[config.mk]
export PLATFORM = sky130hd
export DESIGN_NAME = crcsh_engine
export DESIGN_NICKNAME = d
export VERILOG_FILES = /design/src/pkg/crcsh_pkg.sv /design/src/crcsh_engine.sv /design/src/crcsh_shift_step.sv
export SDC_FILE = /design/constraint.sdc
export NUM_CORES = 1
export LEC_CHECK = 0
export BUFFER_PORTS_ARGS = -buffer_cell sky130_fd_sc_hd__buf_2
export CORE_MARGIN = 3
export CORE_UTILIZATION = 25
export DETAILED_ROUTE_END_ITERATION = 6
export PLACE_DENSITY_LB_ADDON = 0.1
export SLEW_MARGIN = 10
export SYNTH_ARGS = -nofsm -noshare
export SYNTH_HDL_FRONTEND = slang
export SYNTH_SLANG_ARGS = --single-unit
[constraint.sdc]
create_clock -name ref_clk -period 5.1 [get_ports ref_clk]
set_input_delay 0.765 -clock ref_clk [delete_from_list [all_inputs] [get_ports ref_clk]]
set_output_delay 0.765 -clock ref_clk [all_outputs]
set_load 0.05 [all_outputs]
[src/pkg/crcsh_pkg.sv]
package crcsh_pkg;

   // ==========================================================
   // register indices (byte address is four times the index)
   // ==========================================================
   localparam logic [15:0] CRCSH_IDX_INPUT   = 16'h1C9A;
   localparam logic [15:0] CRCSH_IDX_RESULT  = 16'h1C9E;
   localparam logic [15:0] CRCSH_IDX_MAIN    = 16'h1CA2;
   localparam logic [15:0] CRCSH_IDX_POLYLEN = 16'h1CA3;
   localparam logic [15:0] CRCSH_IDX_DATALEN = 16'h1CA4;

   localparam int          CRCSH_ADDR_W      = 16;
   localparam int          CRCSH_DATA_W      = 32;
   localparam int          CRCSH_LEN_W       = 5;

   // ==========================================================
   // main control field positions
   // ==========================================================
   localparam int          CRCSH_BIT_EN      = 7;
   localparam int          CRCSH_BIT_GO      = 6;
   localparam int          CRCSH_BIT_BUSY    = 5;
   localparam int          CRCSH_BIT_ACCM    = 4;
   localparam int          CRCSH_BIT_SEL_HI  = 3;
   localparam int          CRCSH_BIT_SEL_LO  = 2;
   localparam int          CRCSH_BIT_DIR     = 1;
   localparam int          CRCSH_BIT_FULL    = 0;
   localparam int          CRCSH_LEN_HI      = 4;

   // ==========================================================
   // reset values
   // ==========================================================
   localparam logic [31:0] CRCSH_RST_WORD    = 32'h0000_0000;
   localparam logic [4:0]  CRCSH_RST_LEN     = 5'h00;
   localparam logic [5:0]  CRCSH_CNT_ZERO    = 6'h00;
   localparam logic [5:0]  CRCSH_CNT_ONE     = 6'h01;

   // overlay selection codes
   typedef enum logic [1:0] {
      CRCSH_SEL_RESULT0 = 2'h0,
      CRCSH_SEL_SHIFT   = 2'h1,
      CRCSH_SEL_TAPS    = 2'h2,
      CRCSH_SEL_RESULT3 = 2'h3
   } crcsh_sel_t;

   // ones in bits len..0, used for both polynomial and word lengths
   function automatic logic [31:0] crcsh_len_mask(input logic [4:0] len);
      logic [31:0] m;
      m = 32'h0000_0000;
      for (int i = 0; i < 32; i++) begin
         m[i] = (5'(i) <= len);
      end
      return m;
   endfunction : crcsh_len_mask

endpackage : crcsh_pkg

[src/crcsh_engine.sv]
`timescale 1ns/10ps
// ==========================================================
// programmable checksum engine with APB register access
// ==========================================================
module crcsh_engine
   import crcsh_pkg::*;
(
   input  wire logic        ref_clk,
   input  wire logic        reset_n,
   input  wire logic        psel,
   input  wire logic        penable,
   input  wire logic        pwrite,
   input  wire logic [15:0] paddr,
   input  wire logic [31:0] pwdata,
   input  wire logic [3:0]  pstrb,
   output logic      [31:0] prdata,
   output logic             pready,
   output logic             pslverr,
   output logic             busyStatus
);

   // ==========================================================
   // reset release
   // ==========================================================
   logic        rstMeta_n;
   logic        rst_n;

   // async assert, release through two flops to avoid recovery hazards
   always_ff @(posedge ref_clk or negedge reset_n) begin
      if (!reset_n) begin
         rstMeta_n <= 1'b0;
         rst_n     <= 1'b0;
      end else begin
         rstMeta_n <= 1'b1;
         rst_n     <= rstMeta_n;
      end
   end

   // ==========================================================
   // state
   // ==========================================================
   logic [31:0] checksumInputData;
   logic [31:0] checksumResult;
   logic [31:0] feedbackTaps;
   logic [31:0] serialShiftReg;
   logic [4:0]  polyOrderMinusOne;
   logic [4:0]  wordBitsMinusOne;
   logic        enable;
   logic        start;
   logic        accMode;
   crcsh_sel_t  overlaySel;
   logic        shiftDirection;
   logic        dataFull;
   logic [5:0]  bitsLeft;

   // ==========================================================
   // bus decode
   // ==========================================================
   logic [15:0] regIndex;
   logic        aligned;
   logic        hitInput;
   logic        hitResult;
   logic        hitMain;
   logic        hitPoly;
   logic        hitData;
   logic        mapped;
   logic        wrDone;
   logic        wrOk;
   logic [7:0]  mainRead;
   logic [31:0] overlayRead;
   logic [31:0] next_rdata;

   assign regIndex  = {2'b00, paddr[15:2]};
   assign aligned   = (paddr[1:0] == 2'b00);
   assign hitInput  = aligned && (regIndex == CRCSH_IDX_INPUT);
   assign hitResult = aligned && (regIndex == CRCSH_IDX_RESULT);
   assign hitMain   = aligned && (regIndex == CRCSH_IDX_MAIN);
   assign hitPoly   = aligned && (regIndex == CRCSH_IDX_POLYLEN);
   assign hitData   = aligned && (regIndex == CRCSH_IDX_DATALEN);
   assign mapped    = hitInput | hitResult | hitMain | hitPoly | hitData;
   // a write lands only at the completing edge of the access phase
   assign wrDone    = psel && penable && pready && pwrite;
   assign wrOk      = wrDone && mapped;

   // main control as software sees it
   always_comb begin
      mainRead                   = 8'h00;
      mainRead[CRCSH_BIT_EN]     = enable;
      mainRead[CRCSH_BIT_GO]     = start;
      mainRead[CRCSH_BIT_BUSY]   = busyStatus;
      mainRead[CRCSH_BIT_ACCM]   = accMode;
      mainRead[CRCSH_BIT_SEL_HI:CRCSH_BIT_SEL_LO] = overlaySel;
      mainRead[CRCSH_BIT_DIR]    = shiftDirection;
      mainRead[CRCSH_BIT_FULL]   = dataFull;
   end

   // overlay picks which word sits at the result location
   always_comb begin
      unique case (overlaySel)
         CRCSH_SEL_RESULT0: overlayRead = checksumResult;
         CRCSH_SEL_RESULT3: overlayRead = checksumResult;
         CRCSH_SEL_TAPS:    overlayRead = feedbackTaps;
         CRCSH_SEL_SHIFT:   overlayRead = serialShiftReg;
      endcase
   end

   // read mux; narrow registers sit in the low bits
   always_comb begin
      next_rdata = 32'h0000_0000;
      if (hitInput) begin
         next_rdata = checksumInputData;
      end else if (hitResult) begin
         next_rdata = overlayRead;
      end else if (hitMain) begin
         next_rdata = {24'h000000, mainRead};
      end else if (hitPoly) begin
         next_rdata = {27'h0000000, polyOrderMinusOne};
      end else if (hitData) begin
         next_rdata = {27'h0000000, wordBitsMinusOne};
      end
   end

   // one wait state so that read data comes from a flop
   always_ff @(posedge ref_clk or negedge rst_n) begin
      if (!rst_n) begin
         pready  <= 1'b0;
         prdata  <= CRCSH_RST_WORD;
         pslverr <= 1'b0;
      end else begin
         pready  <= psel && penable && !pready;
         pslverr <= psel && penable && !pready && !mapped;
         if (psel && penable && !pready && !pwrite) begin
            prdata <= next_rdata;
         end
      end
   end

   // byte-lane merge for the 32-bit registers
   function automatic logic [31:0] laneMerge(input logic [31:0] old, input logic [31:0] wd,
                                             input logic [3:0] strb);
      logic [31:0] r;
      r = old;
      for (int b = 0; b < 4; b++) begin
         if (strb[b]) begin
            r[b*8 +: 8] = wd[b*8 +: 8];
         end
      end
      return r;
   endfunction : laneMerge

   // ==========================================================
   // control registers
   // ==========================================================
   always_ff @(posedge ref_clk or negedge rst_n) begin
      if (!rst_n) begin
         enable         <= 1'b0;
         start          <= 1'b0;
         accMode        <= 1'b0;
         overlaySel     <= CRCSH_SEL_RESULT0;
         shiftDirection <= 1'b0;
      end else if (wrOk && hitMain && pstrb[0]) begin
         enable         <= pwdata[CRCSH_BIT_EN];
         start          <= pwdata[CRCSH_BIT_GO];
         accMode        <= pwdata[CRCSH_BIT_ACCM];
         overlaySel     <= crcsh_sel_t'(pwdata[CRCSH_BIT_SEL_HI:CRCSH_BIT_SEL_LO]);
         shiftDirection <= pwdata[CRCSH_BIT_DIR];
      end
   end

   // length fields, order and count both stored minus one
   always_ff @(posedge ref_clk or negedge rst_n) begin
      if (!rst_n) begin
         polyOrderMinusOne <= CRCSH_RST_LEN;
         wordBitsMinusOne  <= CRCSH_RST_LEN;
      end else begin
         if (wrOk && hitPoly && pstrb[0]) begin
            polyOrderMinusOne <= pwdata[CRCSH_LEN_HI:0];
         end
         if (wrOk && hitData && pstrb[0]) begin
            wordBitsMinusOne <= pwdata[CRCSH_LEN_HI:0];
         end
      end
   end

   // ==========================================================
   // data path
   // ==========================================================
   logic        running;
   logic        loadWord;
   logic        stepBit;
   logic        dataBit;
   logic [31:0] next_acc;
   logic [31:0] wordMask;

   // clearing start or enable freezes the shifter where it stands
   assign running  = enable && start;
   assign loadWord = running && dataFull && (bitsLeft == CRCSH_CNT_ZERO);
   assign stepBit  = running && (bitsLeft != CRCSH_CNT_ZERO);
   assign wordMask = crcsh_len_mask(wordBitsMinusOne);

   // bit taken from the end that the direction selects
   always_comb begin
      if (shiftDirection) begin
         dataBit = serialShiftReg[0];
      end else begin
         dataBit = serialShiftReg[wordBitsMinusOne];
      end
   end

   crcsh_shift_step uStep (
      .accIn             (checksumResult),
      .taps              (feedbackTaps),
      .polyOrderMinusOne (polyOrderMinusOne),
      .dataBit           (dataBit),
      .accOut            (next_acc)
   );

   // input word; a fresh write sets full even if a load happens now
   always_ff @(posedge ref_clk or negedge rst_n) begin
      if (!rst_n) begin
         checksumInputData <= CRCSH_RST_WORD;
         dataFull          <= 1'b0;
      end else begin
         if (wrOk && hitInput) begin
            checksumInputData <= laneMerge(checksumInputData, pwdata, pstrb);
            dataFull          <= 1'b1;
         end else if (loadWord) begin
            dataFull <= 1'b0;
         end
      end
   end

   // shift register and bit counter; software write wins over hardware
   always_ff @(posedge ref_clk or negedge rst_n) begin
      if (!rst_n) begin
         serialShiftReg <= CRCSH_RST_WORD;
         bitsLeft       <= CRCSH_CNT_ZERO;
      end else if (wrOk && hitResult && overlaySel == CRCSH_SEL_SHIFT) begin
         serialShiftReg <= laneMerge(serialShiftReg, pwdata, pstrb);
      end else if (loadWord) begin
         serialShiftReg <= checksumInputData & wordMask;
         bitsLeft       <= 6'(wordBitsMinusOne) + CRCSH_CNT_ONE;
      end else if (stepBit) begin
         if (shiftDirection) begin
            serialShiftReg <= serialShiftReg >> 1;
         end else begin
            serialShiftReg <= (serialShiftReg << 1) & wordMask;
         end
         bitsLeft <= bitsLeft - CRCSH_CNT_ONE;
      end
   end

   // accumulator; a software write to the overlay beats a shift step
   always_ff @(posedge ref_clk or negedge rst_n) begin
      if (!rst_n) begin
         checksumResult <= CRCSH_RST_WORD;
      end else if (wrOk && hitResult &&
                   (overlaySel == CRCSH_SEL_RESULT0 || overlaySel == CRCSH_SEL_RESULT3)) begin
         checksumResult <= laneMerge(checksumResult, pwdata, pstrb);
      end else if (stepBit) begin
         checksumResult <= next_acc;
      end
   end

   // polynomial taps, only reachable through the overlay
   always_ff @(posedge ref_clk or negedge rst_n) begin
      if (!rst_n) begin
         feedbackTaps <= CRCSH_RST_WORD;
      end else if (wrOk && hitResult && overlaySel == CRCSH_SEL_TAPS) begin
         feedbackTaps <= laneMerge(feedbackTaps, pwdata, pstrb);
      end
   end

   // busy covers a waiting word as well as bits still in flight
   always_ff @(posedge ref_clk or negedge rst_n) begin
      if (!rst_n) begin
         busyStatus <= 1'b0;
      end else begin
         busyStatus <= running && (dataFull || (bitsLeft > CRCSH_CNT_ONE) ||
                       (bitsLeft == CRCSH_CNT_ONE && !stepBit));
      end
   end

endmodule : crcsh_engine

[src/crcsh_shift_step.sv]
`timescale 1ns/10ps
// ==========================================================
// one serial step of the checksum accumulator
// ==========================================================
module crcsh_shift_step
   import crcsh_pkg::*;
(
   input  wire logic [31:0] accIn,
   input  wire logic [31:0] taps,
   input  wire logic [4:0]  polyOrderMinusOne,
   input  wire logic        dataBit,
   output logic      [31:0] accOut
);
   logic [31:0] polyMask;
   logic        feedback;

   // feedback is the incoming bit against the accumulator's top bit
   always_comb begin
      polyMask = crcsh_len_mask(polyOrderMinusOne);
      feedback = dataBit ^ accIn[polyOrderMinusOne];
      accOut   = (accIn << 1) & polyMask;
      if (feedback) begin
         accOut = accOut ^ (taps & polyMask);
      end
   end
endmodule : crcsh_shift_step

==> summary.log, run 1 <==
qor: synthesis.synthTopCellsByArea dfrtp_1, mux2_2, o21ai_0, nand2_1, mux2i_1
qor: floorplan.fp.dieArea 47890 sq um
qor: drt.drc 0
qor: power.netSwitchingFraction 25.90%
qor: final_layout.synthToLayoutAreaGrowth 15.13%
qor: global_route.global_route.peak_usage_layer met2
qor: global_route.global_route_met2_usage 31.80%
qor: sta.unrepaired_setup_endpoints_after_global_routing false
qor: setup_path.critical_setup_path_kind flip-flop to flip-flop
qor: floorplan.initial_utilization 25.45%
qor: place.gpl_congestion 0.8527
qor: run_status.run_status finished, final reports clean
qor: global_route.via_count_of_the_first_global_routing_pass 10.17k
qor: sta.slew_headroom 32.71%
qor: synthesis.post-synth-top-area-cell dfrtp_1
qor: clock_tree.worst_skew_pair.late_latency 0.47 ns
qor: setup_path.cpMostUsedCell a21oi_1
qor: global_route.grt_util_met3 3.739%
qor: setup_path.r2r_cells 9
qor: hold_path.min_path_type input pin to asynchronous set/reset pin
qor: power.vdd_ir_drop_max 0.2102 mV
qor: setup_path.crit_path_cell_trace inv_1 -> ha_1 -> nor3_1 -> o21ai_0 -> and3_1 -> a21oi_1 -> nor2_1 -> a31oi_1 -> a21oi_1
qor: final_layout.nets 1324
qor: setup_path.crit_path_end serialShiftReg[4]
qor: setup_path.setup.reg_to_reg.worst_slack 1.43 ns
qor: clock_tree.holdBufCountCts 0
qor: setup_path.timing.critical_path.depth 9
qor: synthesis.synth.distinct_cells 81
qor: global_route.grt_max_degree 90
qor: setup_path.crit_path_end_kind flip-flop
qor: synthesis.mappedNetlistNets 1267
qor: synthesis.number_of_enable_flip_flop_cells_after_synthesis 0
qor: sta.finClkSkew 0.01201 ns
qor: sta.fin_setup_tns 0 ns
qor: sta.slew_viols_final 0
qor: drt.post_drt_wl_per_cell 25.86 um
qor: synthesis.synth-seq-area-share 41.54%
qor: synthesis.postSynth.topFlopCell dfrtp_1
qor: final_layout.final.fill_count 4696
qor: drt.finalWirelength 48.23 mm
qor: sta.hold_viol 0
qor: clock_tree.cts_post_setup_buffers_inserted 0
qor: sta.share_of_the_clock_period_used_by_the_worst_path_after_layout 71.89%
qor: power.clkPwrFrac 46.9%
qor: final_layout.fraction_of_final_layout_cells_sized_beyond_drive_strength_1 22.72%
qor: setup_path.worst_endpoint_data_arrival_time 3.97 ns
qor: sta.achievable-frequency 272.8 MHz
qor: drt.detailedRoute.firstIterationViolations 917
qor: clock_tree.ctsHtreeMaxLevel 4
qor: drt.drt.antenna.violating_nets 0
qor: setup_path.crit_family flip-flops
qor: floorplan.fp.dieH 218.8 um
qor: drt.detailedRoute.firstPassIterationCount 5
qor: setup_path.max_stage_delay 1.00 ns
qor: sta.period_minus_slack 3.666 ns
qor: floorplan.die_x 218.8 um
qor: power.total_leakage_power 5.513 nW
qor: floorplan.placeableCoreArea 44510 sq um
qor: setup_path.worst_setup_path_startpoint wordBitsMinusOne[0]
qor: synthesis.yosys_warnings 0
qor: sta.report.final.setup_viol 0
qor: setup_path.timing.critical_path.buf_inv 1
qor: synthesis.fraction_of_post_synthesis_cell_area_in_the_top_cell_type_by_area 41.54%
qor: clock_tree.clockBufferDepth 2
qor: setup_path.regToRegEndpoint serialShiftReg[4]
qor: setup_path.timing.rr.start wordBitsMinusOne[0]
qor: flow_run.max_capacitance_violation_total 0
qor: global_route.groute.usage.overall 20.35%
qor: clock_tree.clk_transition_reported_paths 0.08 ns
qor: global_route.grt_antenna_before_repair 2
qor: setup_path.critical_path_required 5.41 ns
qor: power.p_int 2.249 mW
qor: clock_tree.post_cts_sizing_count 0
qor: power.power.sequential.fraction 49.4%
qor: clock_tree.tritoncts_num_sinks 188
qor: setup_path.timing.critical_path.fanout_max 14
qor: clock_tree.cts-buffers-inserted 17
qor: synthesis.yosys_register_bits 188
qor: global_route.grt-ovfl-total 0
qor: sta.timing.hold.ws 0.05910 ns
qor: power.netSwitchingPower 786.0 uW
qor: place.io_buffer_count 91
qor: synthesis.average_cell_area_after_synthesis 9.423 sq um
qor: floorplan.io-pin-count 92
qor: synthesis.mappedNetlistArea 11330 sq um
qor: global_route.grtUsageMet1 28.55%
qor: synthesis.synth_async_sr_flop_share 100.0%
qor: clock_tree.cts_tree yes
qor: synthesis.postSynthCellCount 1202
qor: power.power.share.combinational 3.6%
qor: sta.max_slew.worst_pin.slew 1.009 ns
qor: power.power-per-cell-area 232.7 nW/um^2
qor: drt.num_vias 10.07k
qor: global_route.first_pass_grt_wire_length 71.73 mm
qor: setup_path.critPathLaunchType flip-flop
qor: floorplan.std_cell_rows 77
qor: clock_tree.clock-root-buffer clkbuf_16
qor: drt.post_drt_via_cell_ratio 5.401
qor: place.post-dp-hpwl 33.81 mm
qor: setup_path.critical_path.slowest_cell dfrtp_1
-- synth_stat cells (14+ instances only) --
cell      instances
mux2i_1          45
nor2_1           87
and3_1           17
nand3_1          15
a22oi_1          35
xor2_1           24
o21ai_1          29
a31oi_1          24
clkbuf_1         57
inv_1            17
o22ai_1          30
nor3_1           14
mux2_2           88
dfrtp_1         188
a21oi_1          65
o21ai_0         109
a32oi_1          17
nand2_1         124
-- flip-flops by register name, summed over array words and instances, names as in the netlist, 2 cells and up --
signal             cells
feedbackTaps          32
checksumResult        32
checksumInputData     32
polyOrderMinusOne      5
prdata                32
serialShiftReg        32
wordBitsMinusOne       5
bitsLeft               6
overlaySel             2
-- worst min-delay path by stage --
stage                     slack (ns)       from  endpoint  cells after the start
after global placement          0.33  rstMeta_n     rst_n                      0
after CTS                       0.03    reset_n     rst_n                      1
after detailed placement        0.34  rstMeta_n     rst_n                      0
after global routing            0.04    reset_n     rst_n                      1
final                           0.06    reset_n     rst_n                      1
after floorplan                 0.33  rstMeta_n     rst_n                      0
-- cell families (layout without fill, tap and decap cells) --
group                    count (synthesis)  count (layout)  synth area share, %
XOR/XNOR                                28              28                2.165
multiplexers                           146             146                15.21
adder cells (fa/ha/maj)                  8               8               0.8838
AND/OR/NAND/NOR                        334             334                14.17
flip-flops                             188             188                41.54
other                                    1               2              0.03311
AO/OA/AOI/OAI                          394             394                22.22
buffers and inverters                  103             173                3.778
-- metal layers --
metal,share of wire [%],vias up
met1,46,5155
met5,0.017,-
met3,5.2,48
li1,-,4597
met4,2.2,2
met2,46,270
-- power by group through the flow --
stage | Sequential, mW | Clock (mW) | Combinational [mW]
2_1_floorplan | 1.55 | 0 | 0.0216
3_3_place_gp | 1.53 | 0 | 0.112
3_5_place_dp | 1.53 | 0 | 0.111
4_1_cts | 1.50 | 1.47 | 0.112
5_1_grt | 1.50 | 1.51 | 0.119
6_report | 1.50 | 1.42 | 0.109
-- through the flow --
| step | cells | util, % | power [mW] | worst slack [ns] | instance area, sq um |
|---|---|---|---|---|---|
| 4_1_cts | 1864 | 29.29 | 3.080 | 1.450 | 13040 |
| 5_1_grt | 1864 | 29.29 | 3.137 | 1.181 | 13040 |
| 3_3_place_gp | 1832 | 27.98 | 1.643 | 1.272 | 12450 |
| 3_5_place_dp | 1832 | 27.98 | 1.642 | 1.201 | 12450 |
| 6_report | 1865 | 29.30 | 3.035 | 1.434 | 13040 |
| 2_1_floorplan | 1202 | - | 1.567 | 1.999 | 11330 |
-- layout by cell type, fill, tap and decap left out, types with 6 or more instances in the layout --
master / instances
nor3b_1: 6
or3_1: 7
ha_1: 7
mux4_2: 12
nand2_1: 124
nand2b_1: 6
dfrtp_1: 187
o21ai_0: 109
a21o_1: 6
buf_4: 30
nand4_1: 6
nor2_1: 86
a221oi_1: 7
xor2_1: 24
nand3_1: 15
o21ai_1: 29
o31ai_1: 6
a31oi_1: 24
o22ai_1: 30
o211ai_1: 10
mux2_2: 88
and3_1: 17
nor3_1: 12
a211oi_1: 9
buf_2: 91
a21oi_1: 65
a22oi_1: 35
clkbuf_16: 17
and2_1: 9
a32oi_1: 17
o221a_2: 9
mux2i_1: 45
inv_1: 17
-- layout make-up --
| class | instances | area [sq um] | share of cell area (%) |
|---|---|---|---|
| flip-flops and latches | 188 | 4708 | 36.11 |
| repair buffers | 122 | 700.7 | 5.373 |
| diodes | 1 | 2.502 | 0.01919 |
| multi-input cells | 911 | 6231 | 47.78 |
| clock inverters | 15 | 160.2 | 1.228 |
| well taps | 592 | 740.7 | 5.680 |
| clock buffers | 17 | 425.4 | 3.262 |
| inverters | 19 | 71.32 | 0.5469 |
No activity file was read; power rests on OpenSTA's default activity.
==> run 2, diff against run 1 <==
Clock period 5.1 ns to 3.43 ns, I/O delays scaled along.
==> summary.log, run 2 (synthesis gave the netlist of run 1 again) <==
qor: sta.report.final.setup_viol 0 [unchanged]
qor: floorplan.io-pin-count 92 [unchanged]
qor: sta.period_minus_slack 3.106 ns [-0.5599 ns]
qor: sta.unrepaired_setup_endpoints_after_global_routing false
qor: clock_tree.cts-buffers-inserted 17 [unchanged]
qor: clock_tree.clk_transition_reported_paths 0.07 ns [about the same]
qor: final_layout.multi_input_comb_area 6225 sq um [-0.10%]
qor: drt.wl_met1 21.82 mm [-2.6%]
qor: place.detailedPlace.worstSlack 0.2662 ns [-0.9348 ns]
qor: drt.met3WireLength 2.312 mm [-7.5%]
qor: clock_tree.post_cts_sizing_count 0 [unchanged]
qor: power.total_power 4.464 mW [+47%]
qor: sta.share_of_the_clock_period_used_by_the_worst_path_after_layout 90.57% [+19 points]
qor: clock_tree.clockBufferDepth 2 [unchanged]
qor: setup_path.critical_setup_path_kind flip-flop to flip-flop
qor: setup_path.crit_family compound AO/OA/AOI/OAI gates
qor: floorplan.die_x 218.8 um [unchanged]
qor: drt.dr_wl_met2 22.44 mm [+0.95%]
qor: final_layout.final.fill_count 4697 [+0.021%]
qor: sta.fin_setup_tns 0 ns [unchanged]
qor: setup_path.critical_path.slowest_cell dfrtp_1
qor: floorplan.fp.dieArea 47890 sq um [unchanged]
qor: floorplan.std_cell_rows 77 [unchanged]
qor: drt.detailedRoute.firstPassIterationCount 7 [+2]
qor: clock_tree.cts_tree yes
qor: clock_tree.worst_skew_pair.late_latency 0.46 ns [about the same]
qor: setup_path.timing.critical_path.fanout_max 24 [+10]
qor: sta.timing.hold.ws 0.2780 ns [+0.2189 ns]
qor: floorplan.initial_utilization 25.45% [unchanged]
qor: final_layout.footprint_of_the_flip_flops_and_latches 4708 sq um [unchanged]
qor: hold_path.min_path_type flip-flop to asynchronous set/reset pin
qor: setup_path.r2r_cells 11 [+2]
qor: global_route.grt-ovfl-total 0 [unchanged]
qor: setup_path.cpMostUsedCell buf_4
qor: floorplan.placeableCoreArea 44510 sq um [unchanged]
qor: setup_path.crit_path_cell_trace buf_4 -> mux2i_1 -> mux4_2 -> o221ai_2 -> a31oi_2 -> nor3_4 -> buf_12 -> buf_4 -> o21ai_0 -> xor2_1 -> o21ai_1
qor: setup_path.critPathLaunchType flip-flop
qor: setup_path.worst_endpoint_data_arrival_time 3.45 ns [-0.52 ns]
qor: global_route.first_pass_grt_wire_length 71.66 mm [about the same]
qor: floorplan.fp.dieH 218.8 um [unchanged]
qor: sta.max_slew.worst_pin.slew 1.025 ns [+0.01601 ns]
qor: drt.num_vias 10.24k [+1.7%]
qor: clock_tree.clock-root-buffer clkbuf_16
qor: setup_path.timing.critical_path.buf_inv 3 [+2]
qor: place.io_buffer_count 91 [unchanged]
qor: clock_tree.cts_post_setup_buffers_inserted 0 [unchanged]
qor: setup_path.max_stage_delay 0.61 ns [-0.39 ns]
qor: power.total_leakage_power 5.736 nW [+4.0%]
qor: drt.drt.antenna.violating_nets 0 [unchanged]
qor: global_route.grt_antenna_before_repair 4 [+2]
qor: drt.post_drt_wl_per_cell 25.29 um [-2.2%]
qor: global_route.grt_max_degree 100 [+11%]
qor: flow_run.max_capacitance_violation_total 0 [unchanged]
qor: final_layout.synthToLayoutAreaGrowth 18.12%
qor: power.vdd_ir_drop_max 0.3123 mV [+49%]
qor: final_layout.nets 1365 [+3.1%]
qor: drt.post_drt_via_cell_ratio 5.380 [-0.37%]
qor: setup_path.crit_path_end_kind flip-flop
qor: sta.finClkSkew 0.01459 ns [+0.002582 ns]
qor: drt.finalWirelength 48.13 mm [-0.21%]
qor: setup_path.critical_path_required 3.77 ns [-1.64 ns]
qor: final_layout.most_common_cell_after_layout_fill_and_taps_aside dfrtp_1
qor: drt.highest-signal-layer met5
qor: global_route.via_count_of_the_first_global_routing_pass 10.31k [+1.3%]
qor: global_route.groute.usage.overall 20.30% [-0.053 points]
qor: power.power-per-cell-area 333.7 nW/um^2 [+43%]
qor: final_layout.layout_common_cells dfrtp_1, nand2_1, o21ai_0, buf_2, mux2_2
qor: sta.final_critical_path_setup_slack 0.3236 ns [-1.110 ns]
qor: clock_tree.tritoncts_num_sinks 188 [unchanged]
qor: sta.slew_viols_final 0 [unchanged]
qor: clock_tree.ctsHtreeMaxLevel 4 [unchanged]
qor: setup_path.timing.critical_path.depth 11 [+2]
qor: sta.slew_headroom 31.65% [-1.1 points]
qor: place.post-dp-hpwl 34.67 mm [+2.5%]
qor: sta.achievable-frequency 321.9 MHz [+18%]
qor: final_layout.fraction_of_final_layout_cells_sized_beyond_drive_strength_1 24.73% [+2.0 points]
qor: drt.drc 0 [unchanged]
qor: sta.hold_viol 0 [unchanged]
qor: place.gpl_congestion 0.8468 [-0.69%]
qor: run_status.run_status finished, final reports clean
qor: drt.detailedRoute.firstIterationViolations 724 [-21%]
[run 2: cell types whose count changed in the layout (fill, tap and decap cells not counted), sizes merged]
cell	previous run	this run
inv	24	18
buf	122	162
clkinvlp	4	1
bufinv	2	3
clkbuf	17	20
clkinv	4	6
dlygate4sd3	0	1
[run 2: cell type report]
class / instances / area share (%)
multi-input combinational: 911 / 46.53
sequential: 188 / 35.19
timing repair buffer: 163 / 7.931
tap: 592 / 5.537
clock buffer: 20 / 3.339
clock inverter: 9 / 0.9166
inverter: 19 / 0.5331
antenna: 1 / 0.01871
[run 2: metrics by stage]
| stage | util (%) | area (sq um) | std cells |
|---|---|---|---|
| 2_1_floorplan | - | 11330 | 1202 |
| 3_3_place_gp | 28.75 | 12800 | 1872 |
| 3_5_place_dp | 28.75 | 12800 | 1872 |
| 4_1_cts | 30.05 | 13380 | 1902 |
| 5_1_grt | 30.05 | 13380 | 1902 |
| 6_report | 30.06 | 13380 | 1903 |
[run 2: path summary, 6_finish.rpt]
kind,startpoint,to,slack (ns)
worst max-delay path,wordBitsMinusOne[0],checksumResult[21],0.32
worst min-delay path,rst_n,feedbackTaps[12],0.28
worst max register to register,wordBitsMinusOne[0],checksumResult[21],0.32
worst min register to register,rst_n,feedbackTaps[12],0.28
max in group asynchronous,rst_n,polyOrderMinusOne[3],2.16
min in group ref_clk,penable,pready,0.35
[run 2: report_power, final]
group | internal [mW] | leakage, nW | switching [mW] | total, mW
clock | 1.15 | 0.281 | 0.918 | 2.07
sequential | 2.22 | 2.50 | 0.00880 | 2.23
combinational | 0.0425 | 2.95 | 0.128 | 0.171
[run 2: repair_timing]
action / CTS / global route
hold endpoints to repair: 2 / 0
hold buffers: 1 / 0
setup endpoints to repair: 0 / 0
[run 2: metal layers]
metal	global-route usage, %	vias up
li1	-	4681
met1	27.29	5189
met2	32.56	302
met3	3.642	63
met4	7.669	4
met5	0	-
